**src/bcm_pkg.sv**
```systemverilog
// bcm_pkg: constants and types for the write crc input mapper
package bcm_pkg;
  localparam int unsigned TREE_WIDTH    = 72;
  localparam int unsigned TREE_COUNT    = 2;
  localparam int unsigned FULL_WIDTH    = TREE_WIDTH * TREE_COUNT;
  localparam int unsigned LANE_SLOTS    = 8;
  localparam int unsigned LANE_COUNT    = FULL_WIDTH / LANE_SLOTS;
  localparam int unsigned LOWER_MASK    = 8;
  localparam int unsigned UPPER_MASK    = 17;
  localparam int unsigned CRC_WIDTH     = 8;
  localparam int unsigned DQ_WIDTH      = 16;
  localparam logic [2:0]  CHOP_BEATS    = 3'h4;
  localparam logic [2:0]  LAST_DATA     = 3'h7;
  localparam logic [2:0]  UPPER_HALF    = 3'h4;
  localparam logic [7:0]  CRC_POLY      = 8'h07;
  localparam logic [7:0]  SLOTS_ONES    = 8'hff;

  typedef enum logic [1:0] {
    ST_IDLE,
    ST_DATA,
    ST_CRC,
    ST_TAIL
  } bcm_state_type;

  typedef struct packed {
    logic burst_chop_four;
    logic start_column_bit;
    logic mask_enable;
    logic inversion_enable;
    logic wide_device;
  } bcm_mode_type;

  typedef struct packed {
    logic                upper_mask_inversion_pin;
    logic [DQ_WIDTH-1:0] dq;
    logic                lower_mask_inversion_pin;
  } bcm_beat_type;
endpackage

```
**src/bcm_crc_map.sv**
```systemverilog
// bcm_crc_map: write frame capture, crc tree input mapping and error flag
// Operation
// - byte lane: four data, four ones, crc, one
// - start bit 0: mask nibble low, else ones
// - start bit 1: data moves to upper nibble
// - start bit 1: mask nibble high, else ones
// - wide device: two identical independent crc trees
// - wide, start 0: upper mask low nibble
// - wide, start 1: upper mask high nibble
// - wide: crc byte per lane group, ones after
// - chopped burst reuses full tree, ones elsewhere
// - separate input maps per start bit value
// - start bit picks which half comes first
// - lower crc covers low half, upper high
// - mismatch sets sticky status until cleared
`timescale 1ns/100ps
module bcm_crc_map (
  input  wire logic                          clock_i,
  input  wire logic                          reset_n_i,
  input  wire logic                          frame_start_i,
  input  wire bcm_pkg::bcm_beat_type         beat_i,
  input  wire bcm_pkg::bcm_mode_type         mode_i,
  input  wire logic                          status_clear_i,
  output logic                               crc_error_pulse_o,
  output logic                               crc_error_status_o,
  output logic [bcm_pkg::CRC_WIDTH*2-1:0]    crc_computed_o,
  output logic                               frame_busy_o
);

  // ---------------------------------------------------------------
  // crc-8 tree, input bit 71 shifted in first, bit 0 last
  // ---------------------------------------------------------------
  function automatic logic [7:0] bcm_tree(input logic [bcm_pkg::TREE_WIDTH-1:0] d);
    logic [7:0] c;
    c = '0;
    for (int i = bcm_pkg::TREE_WIDTH - 1; i >= 0; i--) begin
      if (c[7] ^ d[i]) begin
        c = {c[6:0], 1'b0} ^ bcm_pkg::CRC_POLY;
      end else begin
        c = {c[6:0], 1'b0};
      end
    end
    return c;
  endfunction

  // ---------------------------------------------------------------
  // state
  // ---------------------------------------------------------------
  bcm_pkg::bcm_state_type              state_reg, state_next;
  logic [2:0]                          beat_reg, beat_next;
  bcm_pkg::bcm_mode_type               mode_reg, mode_next;
  logic [bcm_pkg::FULL_WIDTH-1:0]      data_reg, data_next;
  logic                                pulse_reg, pulse_next;
  logic                                status_reg, status_next;
  logic [bcm_pkg::CRC_WIDTH*2-1:0]     crc_reg, crc_next;

  bcm_pkg::bcm_mode_type               cur_mode;
  logic                                start_take;
  logic                                capture;
  logic [2:0]                          slot;
  logic [bcm_pkg::LANE_COUNT-1:0]      lane_bits;
  logic [bcm_pkg::FULL_WIDTH-1:0]      map_data;
  logic [bcm_pkg::CRC_WIDTH*2-1:0]     tree_out;
  logic [bcm_pkg::CRC_WIDTH*2-1:0]     crc_rx;
  logic                                mismatch;

  assign start_take = frame_start_i &&
                      (state_reg == bcm_pkg::ST_IDLE || state_reg == bcm_pkg::ST_TAIL);
  assign cur_mode   = start_take ? mode_i : mode_reg;
  assign lane_bits  = {beat_i.upper_mask_inversion_pin, beat_i.dq[15:8],
                       beat_i.lower_mask_inversion_pin, beat_i.dq[7:0]};

  // a chopped burst only carries beats 0..3; beats 4..7 are fixed ones
  assign capture = start_take ||
                   (state_reg == bcm_pkg::ST_DATA &&
                    (!mode_reg.burst_chop_four || beat_reg < bcm_pkg::CHOP_BEATS));

  // start bit 1 steers beats into the upper nibble
  assign slot = (cur_mode.burst_chop_four && cur_mode.start_column_bit) ?
                (beat_next - 3'h1 + bcm_pkg::UPPER_HALF) : (beat_next - 3'h1);

  // ---------------------------------------------------------------
  // per-lane slot placement
  // ---------------------------------------------------------------
  for (genvar ln = 0; ln < bcm_pkg::LANE_COUNT; ln++) begin : g_lane
    logic [7:0] base;
    logic       keep_one;
    always_comb begin
      base = start_take ? bcm_pkg::SLOTS_ONES : data_reg[ln*8 +: 8];
      keep_one = 1'b0;
      // mask lanes count only with mask or inversion enabled
      if (ln == bcm_pkg::LOWER_MASK || ln == bcm_pkg::UPPER_MASK) begin
        keep_one = !(cur_mode.mask_enable || cur_mode.inversion_enable);
      end
      // narrow device leaves the upper tree at ones
      if (ln > bcm_pkg::LOWER_MASK && !cur_mode.wide_device) begin
        keep_one = 1'b1;
      end
      if (capture && !keep_one) begin
        base[slot] = lane_bits[ln];
      end
      map_data[ln*8 +: 8] = base;
    end
  end

  // two identical independent trees
  for (genvar tr = 0; tr < bcm_pkg::TREE_COUNT; tr++) begin : g_tree
    assign tree_out[tr*8 +: 8] = bcm_tree(data_reg[tr*bcm_pkg::TREE_WIDTH +: bcm_pkg::TREE_WIDTH]);
  end

  // received crc: low byte on lower lanes, high byte on upper lanes
  assign crc_rx   = beat_i.dq;
  assign mismatch = (tree_out[7:0] != crc_rx[7:0]) ||
                    (mode_reg.wide_device && tree_out[15:8] != crc_rx[15:8]);

  // ---------------------------------------------------------------
  // next state
  // ---------------------------------------------------------------
  always_comb begin
    state_next  = state_reg;
    beat_next   = beat_reg;
    mode_next   = cur_mode;
    data_next   = map_data;
    pulse_next  = 1'b0;
    crc_next    = crc_reg;
    status_next = status_clear_i ? 1'b0 : status_reg;
    case (state_reg)
      bcm_pkg::ST_IDLE, bcm_pkg::ST_TAIL: begin
        state_next = bcm_pkg::ST_IDLE;
        // transfer 0 takes slot 0, so index plus one stays 1
        beat_next  = 3'h1;
        if (start_take) begin
          state_next = bcm_pkg::ST_DATA;
        end
      end
      bcm_pkg::ST_DATA: begin
        beat_next = beat_reg + 3'h1;
        if (beat_reg == bcm_pkg::LAST_DATA) begin
          state_next = bcm_pkg::ST_CRC;
        end
      end
      bcm_pkg::ST_CRC: begin
        state_next = bcm_pkg::ST_TAIL;
        crc_next   = tree_out;
        if (mismatch) begin
          pulse_next  = 1'b1;
          status_next = 1'b1; // set wins over clear
        end
      end
      default: state_next = bcm_pkg::ST_IDLE;
    endcase
  end

  // beat_next during capture is the index plus one
  always_ff @(posedge clock_i) begin
    if (!reset_n_i) begin
      state_reg  <= bcm_pkg::ST_IDLE;
      beat_reg   <= 3'h1;
      mode_reg   <= '0;
      data_reg   <= '1;
      pulse_reg  <= 1'b0;
      status_reg <= 1'b0;
      crc_reg    <= '0;
    end else begin
      state_reg  <= state_next;
      beat_reg   <= beat_next;
      mode_reg   <= mode_next;
      data_reg   <= data_next;
      pulse_reg  <= pulse_next;
      status_reg <= status_next;
      crc_reg    <= crc_next;
    end
  end

  assign crc_error_pulse_o  = pulse_reg;
  assign crc_error_status_o = status_reg;
  assign crc_computed_o     = crc_reg;
  assign frame_busy_o       = (state_reg == bcm_pkg::ST_DATA) || (state_reg == bcm_pkg::ST_CRC);

  logic in_crc, chop_low, chop_high, no_mask;
  assign in_crc    = state_reg == bcm_pkg::ST_CRC;
  assign no_mask   = !(mode_reg.mask_enable || mode_reg.inversion_enable);
  assign chop_low  = in_crc && mode_reg.burst_chop_four && !mode_reg.start_column_bit;
  assign chop_high = in_crc && mode_reg.burst_chop_four && mode_reg.start_column_bit;
endmodule

```
**config.mk**
```make
export PLATFORM = sky130hd
export DESIGN_NAME = bcm_crc_map
export DESIGN_NICKNAME = d
export VERILOG_FILES = /design/src/bcm_pkg.sv /design/src/bcm_crc_map.sv
export SDC_FILE = /design/constraint.sdc
export NUM_CORES = 1
export LEC_CHECK = 0
export BUFFER_PORTS_ARGS = -buffer_cell sky130_fd_sc_hd__buf_4
export CELL_PAD_IN_SITES_DETAIL_PLACEMENT = 1
export CELL_PAD_IN_SITES_GLOBAL_PLACEMENT = 2
export CORE_AREA = 2 2 182 184
export CTS_CLUSTER_SIZE = 8
export DETAILED_ROUTE_END_ITERATION = 6
export DIE_AREA = 0 0 184 186
export MAX_ROUTING_LAYER = met4
export PLACE_DENSITY_LB_ADDON = 0.1
export SLEW_MARGIN = 20
export SYNTH_ARGS = -nofsm -noshare
export SYNTH_HDL_FRONTEND = slang
export SYNTH_SLANG_ARGS = --single-unit
```
**constraint.sdc**
```tcl
create_clock -name clock_i -period 5 [get_ports clock_i]
set_input_delay 0.75 -clock clock_i [delete_from_list [all_inputs] [get_ports clock_i]]
set_output_delay 0.75 -clock clock_i [all_outputs]
set_load 0.05 [all_outputs]
```
* Word-level counts from Yosys, hierarchy flattened
Cells that the tools add are included. Widths: inputs -> output; s select.
Operators by class: add/sub/neg operators 3, $lt $le $gt $ge 3, bitwise logic cells 284, equality and inequality tests 7, reductions and logical operators 20, multiplexer cells 211
Operators by type and width (number):
- $mux 3 | 145
- $not 3->3 | 142
- $mux 8 | 36
- $bwmux 8 | 18
- $xor 1x1->1 | 132
- $ne 8x8->1 | 2
- $xor 1x1->1 const A | 10
- $logic_and 1x1->1 | 8
- $mux 1 | 7
- $logic_or 1x1->1 | 6
- $pmux 2 s3 | 1
- $pmux 3 s2 | 1
- $mux 5 | 1
- $eq 2x2->1 const B | 2
- $lt 3x4->1 const B | 1
- $add 3x1->3 const B | 1
- $add 3x3->3 const B | 1
- $demux 1 s3 | 1
- $eq 3x3->1 const B | 1
- $ge 3x1->1 const B | 1
- $logic_not 1->1 | 3
- $lt 3x3->1 const B | 1
- $sub 3x1->3 const B | 1
- $eq 2x1->1 const B | 1
- other kinds (5) | 5
Word-level totals: output and inout bits 19, register bits 172

* Logic depth before layout (Yosys ltp)
Gate-level depths: netlist (run 1).
depth after elaboration 148, gate-level depth with buffers 15, depth with buffers taken out 14

* Worst setup path before layout (run 1)
Ideal clock, no wire load.
path type register to register, start point register data_reg[69] in the netlist's numbering, end point register status_reg (netlist: crc_error_status_o), path buffers 0, setup slack 0.025 ns, cell stages (with the launch flop) 15, arrival time 4.861 ns, data required time 4.885 ns, cell sequence dfxtp_1 > xnor3_2 > xor2_4 > xnor3_1 > xnor3_1 > xnor3_1 > xor3_1 > xnor3_1 > xnor3_1 > xor2_1 > xor3_1 > xnor2_1 > o2111ai_1 > o31a_1 > o21a_1
On the way: word-level cells in the longest chain between the ends 58, elaborated cells between the ends (all ways) 194
Ends and longest elaborated chain:
- start, declared | RTL line bcm_crc_map.sv:52 | logic [bcm_pkg::FULL_WIDTH-1:0] data_reg, data_next;
- start signal, assigned | RTL line bcm_crc_map.sv:168 | data_reg <= data_next;
- $xor 1x1->1 (*) | RTL line bcm_crc_map.sv:37 | if (c[7] ^ d[i]) begin
- $mux 3 (*) | RTL line bcm_crc_map.sv:37
- $not 3->3 (no source line)
- $mux 3 | RTL line bcm_crc_map.sv:37
- $not 3->3 (no source line)
- $mux 3 | RTL line bcm_crc_map.sv:37
- $xor 1x1->1 | RTL line bcm_crc_map.sv:37
- $mux 3 | RTL line bcm_crc_map.sv:37
- (+42 left out)
- $not 3->3 (no source line)
- $mux 3 | RTL line bcm_crc_map.sv:37
- $not 3->3 (no source line)
- $mux 3 | RTL line bcm_crc_map.sv:37
- $ne 8x8->1 (*) | RTL line bcm_crc_map.sv:113 | assign mismatch = (tree_out[7:0] != crc_rx[7:0]) ||
- $logic_or 1x1->1 (*) | RTL line bcm_crc_map.sv:113
- $mux 1 (*) | RTL line bcm_crc_map.sv:145 | if (mismatch) begin
- $mux 1 (*) | RTL line bcm_crc_map.sv:127 | case (state_reg)
- end signal, assigned | RTL line bcm_crc_map.sv:170 | status_reg <= status_next;
- end, declared | RTL line bcm_crc_map.sv:54 | logic status_reg, status_next;
Mark *: on every way between the ends. The rest lies on a longest branch, timed or not. A chain may end at the register's enable or synchronous reset.

* Worst setup path in the final report (run 1)
start point register data_reg[130] in the netlist's numbering, end point register status_reg (netlist: crc_error_status_o)
On the way: word-level cells in the longest chain between the ends 53, elaborated cells between the ends (all ways) 162
Ends and longest elaborated chain:
- $xor 1x1->1 (*) | RTL line bcm_crc_map.sv:37
- $mux 3 (*) | RTL line bcm_crc_map.sv:37
- $not 3->3 (no source line)
- $mux 3 | RTL line bcm_crc_map.sv:37
- $not 3->3 (no source line)
- $mux 3 | RTL line bcm_crc_map.sv:37
- $xor 1x1->1 | RTL line bcm_crc_map.sv:37
- $mux 3 | RTL line bcm_crc_map.sv:37
- (+37 left out)
- $mux 3 | RTL line bcm_crc_map.sv:37
- $not 3->3 (no source line)
- $mux 3 | RTL line bcm_crc_map.sv:37
- $ne 8x8->1 (*) | RTL line bcm_crc_map.sv:114 | (mode_reg.wide_device && tree_out[15:8] != crc_rx[15:8]);
- $logic_and 1x1->1 (*) | RTL line bcm_crc_map.sv:114
- $logic_or 1x1->1 (*) | RTL line bcm_crc_map.sv:113
- $mux 1 (*) | RTL line bcm_crc_map.sv:145
- $mux 1 (*) | RTL line bcm_crc_map.sv:127
Marks and branches as above.

==> metrics.txt, run 1 <==
TritonCTS Buffers=17; Root Buffer=clkbuf_16; total grt overflow=0; Mapped Cells=1201; Least-Margin Pin Slew=roughly 0.98 ns; kind of critical path=flop to flop; drt pass-1 iters=5; total of max-cap violations=0; area leader, netlist=dfxtp_1; maximum clock rate=between 150 and 200 MHz; Max stage delay on crit path=approximately 0.52 ns; ys flop type=dfxtp_1; worst setup margin=-0.0991 ns; most used cell, CP=xnor3_2; FF+latch count, synth=around 170; Final Hold Viols=0; port bufs=45; residual DRC count=0; met3 usage=0.0272; number of global-route vias before repair=between 9000 and 10000; CTS clk-pin slew, worst paths=about 0.07 ns; Worst Hold Class=flop to flop; critical-path cell list=xnor3_2, xor2_2, xnor3_2, xor2_2, xnor3_2, xnor3_1, xnor3_2, xor3_1, or2_1, mux2_2, a2bb2oi_1, o41a_1, o31a_1, o21a_1; Commonest cells post-synth=xnor2_1 (173), dfxtp_1 (172), nor2_1 (155); pre-CTS setup slack=-0.264 ns; Die W=approximately 180 um; Clock Latency Late Sink=approximately 0.45 ns; failing checks=negative setup slack; busiest grt layer=met2; Setup Skew=0.00868 ns; EDFF count, synth=0; initial antenna violation count=0; core area=between 30000 and 40000 sq um; post-route ant nets=0; H-tree depth=4; DR iter-0 viols=between 600 and 700; Die Footprint=34200 sq um; initial core utilization=0.365; CTS max path bufs=2; Synth area leaders=dfxtp_1 (29%), xnor3_1 (16%), xnor2_1 (13%); Post-Syn Nets=between 1000 and 1500; GP Congestion=about 0.8; WL/cell=22.0 um; Hold WS=0.487 ns; Synth cell types=45; pin count of the biggest net entering global routing=93; first-pass GRT wire length=approximately 59000 um; max reg flops=~140; Synth top area share=0.293; via count=between 9000 and 10000; Sequential Area=between 3000 and 4000 sq um; TritonCTS clock tree=built; max-slew violations=0; Worst Setup End Kind=flop; GR Util met2=0.387; crit start category=flop; Yosys Warn Count=0; Multi-input gate area=between 8000 and 9000 sq um; Sink Count=between 150 and 200; ratio of cells with drive above 1 in the final layout=0.246; CP max stage cell=xnor3_2; Synth async-reset ratio=0; Fillers=roughly 3600; drt total wl=39000 um; Avg Cell Area, Syn=about 9.8 sq um; critical-path maximum fanout=3; Hold Buf Count CTS=0; vias per std cell=5.17; cell with the most instances after synthesis=xnor2_1; Slew HR=0.345; sequential share of the synthesized area=0.293; Final period util=1.02; RSZ-0062 raised after global routing=true; Cell Area, Synth=roughly 12000 sq um; status=finished with violations; Top Ports=46; ant diodes=0; CP arrival=5.44 ns; Area Overhead vs Synth=22.8%; # setup viols final=2; post-layout min period=5.10 ns; worst path required time=about 5.3 ns; Final nets=1383; Rows=66; GR Util met1=0.332; GRT Overall Usage=0.242; Final HPWL DP=between 20000 and 30000 um; Die Y-Extent=roughly 190 um
[per-stage QoR]
step                 util  instances  TNS, ns  instance area, sq um
global route        0.449       1771   -0.429                 14400
global placement    0.415       1717   -0.123                 13400
detailed placement  0.415       1717   -0.499                 13400
floorplan               -       1201        0                 11800
finish              0.449       1771   -0.164                 14400
CTS                 0.442       1758  -0.0272                 14200
[area by class of cell]
type                            instances  area share
Clock buffer                           21      0.0319
Timing Repair Buffer                  205       0.107
Multi-Input combinational cell        948       0.578
Inverter                                7     0.00182
Tap cell                              408      0.0353
Clock inverter                         10     0.00641
Sequential cell                       172       0.239
[logic make-up (layout without fill, tap and decap cells)]
logic type,count (synthesis),in the layout,synth area share
AO/OA/AOI/OAI,190,190,0.0920
flip-flops,172,172,0.293
AND/OR/NAND/NOR,377,377,0.142
multiplexers,12,12,0.0103
adder cells (fa/ha/maj),5,5,0.00532
buffers and inverters,81,243,0.0261
XOR/XNOR,364,364,0.431
[worst paths after layout]
path                 startpoint                  to  slack [ns]  depth (start not counted)
min          crc_computed_o[10]  crc_computed_o[10]        0.49                          1
min reg2reg  crc_computed_o[10]  crc_computed_o[10]        0.49                          1
max               data_reg[130]  crc_error_status_o        -0.1                         14
max reg2reg       data_reg[130]  crc_error_status_o        -0.1                         14
[what timing repair did]
item                                    4_1_cts  5_1_grt
endpoints found under the setup margin        2        2
pin swaps                                    30       22
resized for setup                            48       23
setup buffers                                10       13
hold endpoints to repair                      0        0
[cell usage in the layout, fill, tap and decap left out, types with 4 or more instances in the layout]
cell,n
a211oi_1,16
a21boi_0,4
and2_1,5
buf_4,204
clkbuf_16,17
clkinvlp_4,4
dfxtp_1,162
dfxtp_2,10
ha_1,5
inv_1,7
mux2i_1,11
nand2_1,46
nand2b_1,4
nand3_1,4
nor2_1,155
nor2b_1,11
nor3_1,145
o211a_1,9
o21ai_0,146
xnor2_1,146
xnor2_2,40
xnor3_1,71
xnor3_2,24
xor2_1,43
xor2_2,8
xor3_1,17
xor3_2,9
[worst max-delay path, delay by kind of cell, from the launching register on]
family	cells	cell delay (ns)
AO/OA/AOI/OAI	4	1.12
multiplexers	1	0.26
XOR/XNOR	8	3.03
AND/OR/NAND/NOR	1	0.24
flip-flops	1	0.35
[metal layers]
| metal | vias to the layer above | part of all wire |
|---|---|---|
| met1 | 4593 | 0.48 |
| met3 | 27 | 0.028 |
| li1 | 4380 | - |
| met2 | 161 | 0.48 |
| met5 | - | 0 |
| met4 | 0 | 0.011 |
Power of run 1 is left out: the tool's default activity adds up to more than one toggle a clock period on the data nets, which glitch-free logic cannot reach.
==> run 2: changes to the inputs <==
--- a/config.mk
+++ b/config.mk
@@ -8,10 +8,10 @@
 export BUFFER_PORTS_ARGS = -buffer_cell sky130_fd_sc_hd__buf_4
 export CELL_PAD_IN_SITES_DETAIL_PLACEMENT = 1
 export CELL_PAD_IN_SITES_GLOBAL_PLACEMENT = 2
-export CORE_AREA = 2 2 182 184
+export CORE_AREA = 2 2 167 169
 export CTS_CLUSTER_SIZE = 8
 export DETAILED_ROUTE_END_ITERATION = 6
-export DIE_AREA = 0 0 184 186
+export DIE_AREA = 0 0 169 171
 export MAX_ROUTING_LAYER = met4
 export PLACE_DENSITY_LB_ADDON = 0.1
 export SLEW_MARGIN = 20
==> constraint.sdc (replaced) <==
create_clock -name clock_i -period 6.2 [get_ports clock_i]
set_input_delay 0.93 -clock clock_i [delete_from_list [all_inputs] [get_ports clock_i]]
set_output_delay 0.93 -clock clock_i [all_outputs]
set_load 0.05 [all_outputs]
==> run 2 against run 1 <==
Net effect: the flow now finishes without violations; clock-buffer cell count shrank 1; routed wire length shrank 8.0%; final cell count shrank 12%; first-iteration DRC count shrank 1.9%; register-to-register slack gained 0.78 ns; via count shrank 6.1%; utilization grew 2.4 points; clock skew grew 0.0057 ns; die area shrank 16%; sequential share of layout area grew 2.8 points; critical endpoint unchanged.
==> metrics.txt, run 2 (same netlist as run 1, synthesis figures left out) <==
kind of critical path=flop to flop (unchanged); max-slew violations=0 (unchanged); CP max stage cell=xnor2_1 (was xnor3_2); # setup viols final=0 (was 2); vias per std cell=5.51 (was 5.17); residual DRC count=0 (unchanged); GP Congestion=0.856 (was 0.825); Post-CTS Setup Bufs=0 (was 10); CTS max path bufs=2 (unchanged); reg-to-reg endpoint=crc_error_status_o (unchanged); Sink Count=172 (unchanged); most frequent cells in the layout=xnor2_1 (173), dfxtp_1 (172), nor2_1 (153), o21ai_0 (146), nor3_1 (145) (was buf_4 (204), dfxtp_1 (162), nor2_1 (155), xnor2_1 (146), o21ai_0 (146)); Hold Crit Start=mode_reg[3] (was crc_computed_o[10]); Final nets=1236 (was 1383); RSZ-0062 raised after global routing=false (was true); critical-path cell list=xor3_1, xnor2_1, xnor3_1, xnor3_1, xnor3_1, xor3_1, xnor3_2, xnor2_2, xnor3_2, nand2b_1, mux2i_1, o2111ai_1, o31a_1, o21a_1 (was xnor3_2, xor2_2, xnor3_2, xor2_2, xnor3_2, xnor3_1, xnor3_2, xor3_1, or2_1, mux2_2, a2bb2oi_1, o41a_1, o31a_1, o21a_1); Worst R2R Start=data_reg[69] (was data_reg[130]); critical-path maximum fanout=6 (was 3); Reg2Reg Depth=14 (unchanged); post-layout min period=5.51 ns (was 5.10 ns); hold depth=2 (was 1); pin count of the biggest net entering global routing=98 (was 93); busiest grt layer=met2 (unchanged); crit start category=flop (unchanged); via count=8606 (was 9161); Hold Buf Count CTS=0 (unchanged); ratio of cells with drive above 1 in the final layout=0.104 (was 0.246); GR Util met2=0.407 (was 0.387); Area Overhead vs Synth=9.77% (was 22.8%); Max stage delay on crit path=0.54 ns (was 0.52 ns); core area=27300 sq um (was 32200 sq um); post-route ant nets=0 (unchanged); status=finished, final reports clean (was finished with violations); WL/cell=22.9 um (was 22.0 um); met3 usage=0.0301 (was 0.0272); r2r setup slk=0.69 ns (was -0.1 ns); PostCTS Resize Cnt=0 (was 48); max reg flops=144 (unchanged); Die Footprint=28900 sq um (was 34200 sq um); initial core utilization=0.430 (was 0.365); GR Util met1=0.369 (was 0.332); DR iter-0 viols=623 (was 635); setup_tns=0 ns (was -0.164 ns); total grt overflow=0 (unchanged); CTS clk-pin slew, worst paths=0.08 ns (was 0.07 ns); GRT Overall Usage=0.264 (was 0.242); Setup Skew=0.0144 ns (was 0.00868 ns); commonest non-fill, non-tap cell in the layout=xnor2_1 (was buf_4); Top Ports=46 (unchanged); number of global-route vias before repair=8938 (was 9411); worst path required time=6.55 ns (was 5.34 ns); TritonCTS Buffers=17 (unchanged); Final period util=0.889 (was 1.02); Clock Latency Late Sink=0.45 ns (about the same); drt pass-1 iters=7 (was 5); Final HPWL DP=24700 um (was 27300 um); drt total wl=35900 um (was 39000 um); CP arrival=5.86 ns (was 5.44 ns); ant diodes=0 (unchanged); Root Buffer=clkbuf_16 (unchanged); first-pass GRT wire length=54900 um (was 59200 um); CP top delay family=XOR/XNOR gates (unchanged); Worst Setup End Kind=flop (unchanged); Least-Margin Pin Slew=1.10 ns (was 0.978 ns); total of max-cap violations=0 (unchanged); most used cell, CP=xnor3_1 (was xnor3_2); H-tree depth=4 (unchanged); TritonCTS clock tree=built (unchanged); initial antenna violation count=0 (unchanged); hold-critical path endpoint=mode_reg[3] (was crc_computed_o[10]); CP Buf/Inv Count=0 (unchanged); Slew HR=0.265 (was 0.345); Die W=169 um (was 184 um); Rows=61 (was 66); maximum clock rate=181 MHz (was 196 MHz); port bufs=45 (unchanged); Final Hold Viols=0 (unchanged); Worst Hold Class=flop to flop (unchanged); Die Y-Extent=171 um (was 186 um)
[run 2: final cells by class]
cell class                 count  area [sq um]
fill                        3047         14400
inverter                       7          26.3
multi-input combinational    948          8020
clock inverter                12           106
timing repair buffer          58           435
tap                          346           433
sequential                   172          3440
clock buffer                  20           447
[run 2: through the flow]
| stage | hold slack [ns] | cells | utilization | worst slack, ns | area, sq um |
|---|---|---|---|---|---|
| after floorplan | 0.444 | 1201 | - | 1.22 | 11800 |
| after global placement | 0.462 | 1531 | 0.452 | 0.784 | 12300 |
| after detailed placement | 0.466 | 1531 | 0.452 | 0.695 | 12400 |
| after CTS | 0.477 | 1563 | 0.472 | 0.671 | 12900 |
| after global routing | 0.509 | 1563 | 0.472 | 0.425 | 12900 |
| final | 0.475 | 1563 | 0.472 | 0.685 | 12900 |
[run 2: worst max path at each step]
stage | from | endpoint | cells past startpoint
global route | data_reg[69] | crc_error_status_o | 14
global placement | data_reg[69] | crc_error_status_o | 14
CTS | data_reg[69] | crc_error_status_o | 14
detailed placement | data_reg[69] | crc_error_status_o | 14
finish | data_reg[69] | crc_error_status_o | 14
floorplan | data_reg[69] | crc_error_status_o | 14
[run 2: worst min-delay path: stages (launching register included)]
cell	delay (ns)
dfxtp_1	0.31
nand2_1	0.05
a21boi_0	0.06
[run 2: metal layers]
metal,share of wire,wire length (um)
met1,0.49,17700
met3,0.032,1140
met5,0,0
met2,0.45,16300
met4,0.022,786
Power of run 2 is left out for the same reason.
==> run 3: changes to the inputs <==
--- a/config.mk
+++ b/config.mk
@@ -8,10 +8,10 @@
 export BUFFER_PORTS_ARGS = -buffer_cell sky130_fd_sc_hd__buf_4
 export CELL_PAD_IN_SITES_DETAIL_PLACEMENT = 1
 export CELL_PAD_IN_SITES_GLOBAL_PLACEMENT = 2
-export CORE_AREA = 2 2 167 169
+export CORE_AREA = 2 2 220 222
 export CTS_CLUSTER_SIZE = 8
 export DETAILED_ROUTE_END_ITERATION = 6
-export DIE_AREA = 0 0 169 171
+export DIE_AREA = 0 0 222 224
 export MAX_ROUTING_LAYER = met4
 export PLACE_DENSITY_LB_ADDON = 0.1
 export SLEW_MARGIN = 20
==> run 3 against run 2 <==
Net effect: critical path depth did not move; first-iteration DRC count fell by 43%; clock-buffer cell count did not move; sequential cell count did not move.
==> metrics.txt, run 3 (same netlist as run 1, synthesis figures left out) <==
maximum clock rate=183 MHz (was 181 MHz); Rows=80 (was 61); Worst R2R Start=data_reg[142] (was data_reg[69]); Final Hold Viols=0 (unchanged); kind of critical path=flop to flop (unchanged); r2r setup slk=0.73 ns (was 0.69 ns); Die W=222 um (was 169 um); max reg flops=144 (unchanged); Final nets=1241 (was 1236); GP Congestion=0.784 (was 0.856); setup_tns=0 ns (unchanged); Slew HR=0.320 (was 0.265); Post-CTS Setup Bufs=0 (unchanged); total of max-cap violations=0 (unchanged); Setup Skew=0.00950 ns (was 0.0144 ns); Top Ports=46 (unchanged); crit path from=data_reg[142] (was data_reg[69]); max-slew violations=0 (unchanged); # setup viols final=0 (unchanged); ant diodes=0 (unchanged); CTS max path bufs=2 (unchanged); Area Overhead vs Synth=13.3% (was 9.77%); TritonCTS clock tree=built (unchanged); most frequent cells in the layout=xnor2_1 (173), dfxtp_1 (172), nor2_1 (154), o21ai_0 (146), nor3_1 (145) (was xnor2_1 (173), dfxtp_1 (172), nor2_1 (153), o21ai_0 (146), nor3_1 (145)); first-pass GRT wire length=62000 um (was 54900 um); critical-path maximum fanout=5 (was 6); post-route ant nets=0 (unchanged); Reg2Reg Depth=14 (unchanged); Hold Buf Count CTS=0 (unchanged); hold-critical path endpoint=mode_reg[3] (unchanged); PostCTS Resize Cnt=0 (unchanged); M1 WL=21000 um (was 17700 um); drt pass-1 iters=4 (was 7); Hold WS=0.472 ns (was 0.475 ns); status=finished, final reports clean (unchanged); pin count of the biggest net entering global routing=75 (was 98); Final HPWL DP=28600 um (was 24700 um); WL/cell=22.4 um (was 22.9 um); Clock Latency Late Sink=0.47 ns (was 0.45 ns); CP arrival=5.83 ns (was 5.86 ns); met3 wire length=1000 um (was 1140 um); RSZ-0062 raised after global routing=false (unchanged); H-tree depth=4 (unchanged); met2 wire length=18600 um (was 16300 um); total grt overflow=0 (unchanged); core area=47300 sq um (was 27300 sq um); GRT Overall Usage=0.177 (was 0.264); DR iter-0 viols=353 (was 623); TritonCTS Buffers=17 (unchanged); residual DRC count=0 (unchanged); Worst Hold Class=flop to flop (unchanged); Die Footprint=49700 sq um (was 28900 sq um); initial core utilization=0.248 (was 0.430); reg-to-reg endpoint=crc_error_status_o (unchanged); post-layout min period=5.47 ns (was 5.51 ns); Die Y-Extent=224 um (was 171 um); drt total wl=41100 um (was 35900 um); Final period util=0.882 (was 0.889); CTS clk-pin slew, worst paths=0.07 ns (was 0.08 ns); Least-Margin Pin Slew=1.02 ns (was 1.10 ns); via count=8395 (was 8606); top layer in use=met4 (unchanged); number of global-route vias before repair=8959 (was 8938); Worst Setup End Kind=flop (unchanged); port bufs=45 (unchanged); initial antenna violation count=0 (unchanged); Root Buffer=clkbuf_16 (unchanged); Sink Count=172 (unchanged); crit start category=flop (unchanged); hold depth=2 (unchanged); worst path required time=6.56 ns (was 6.55 ns); commonest non-fill, non-tap cell in the layout=xnor2_1 (unchanged); Hold Crit Start=mode_reg[3] (unchanged); vias per std cell=4.57 (was 5.51); ratio of cells with drive above 1 in the final layout=0.107 (was 0.104); Fillers=5372 (was 3047)
## run 3: cell types whose count changed in the layout (fill, tap and decap cells not counted)
cell and delta:
inv_8 -2, clkinv_4 -2, buf_4 +5, clkbuf_1 -1, clkbuf_8 +1, clkinvlp_4 +1, clkinv_2 +1, bufinv_16 +2
nor2_2 -1, nor2_1 +1
## run 3: worst max path at each step
stage	endpoint	slack, ns
3_3_place_gp	crc_error_status_o	0.77
3_5_place_dp	crc_error_status_o	0.72
2_1_floorplan	crc_error_status_o	1.22
5_1_grt	crc_error_status_o	0.42
4_1_cts	crc_error_status_o	0.69
6_report	crc_error_status_o	0.73
## run 3: cell type report
cell class,count,area (sq um),share of cell area
multi-input cells,948,8010,0.602
flip-flops and latches,172,3440,0.258
well taps,615,769,0.0578
repair buffers,63,473,0.0355
clock buffers,20,457,0.0343
clock inverters,12,139,0.0104
inverters,7,26.3,0.00197
## run 3: stage by stage
stage	area, sq um	util	setup WS, ns	instances
after global routing	13300	0.281	0.422	1837
after detailed placement	12700	0.269	0.724	1805
final	13300	0.281	0.730	1837
after global placement	12700	0.269	0.766	1805
after CTS	13300	0.281	0.688	1837
after floorplan	11800	-	1.22	1201
## run 3: worst max-delay path, cell delays in order (launching register included)
cell and delay (ns):
dfxtp_1 0.37, xnor2_1 0.37, xnor3_2 0.53, xnor2_1 0.33
xnor3_1 0.47, xnor3_1 0.38, xnor2_1 0.27, xor3_2 0.58
xnor3_1 0.40, xnor2_1 0.38, xnor2_1 0.19, mux2i_1 0.11
o41a_1 0.47, o31a_1 0.33, o21a_1 0.19
## run 3: per-layer routing
layer | up-vias | GRT usage
met5 | - | -
met4 | 0 | 0.0436
met3 | 25 | 0.0174
met2 | 86 | 0.271
met1 | 4191 | 0.250
li1 | 4093 | -
Power of run 3 is left out for the same reason.
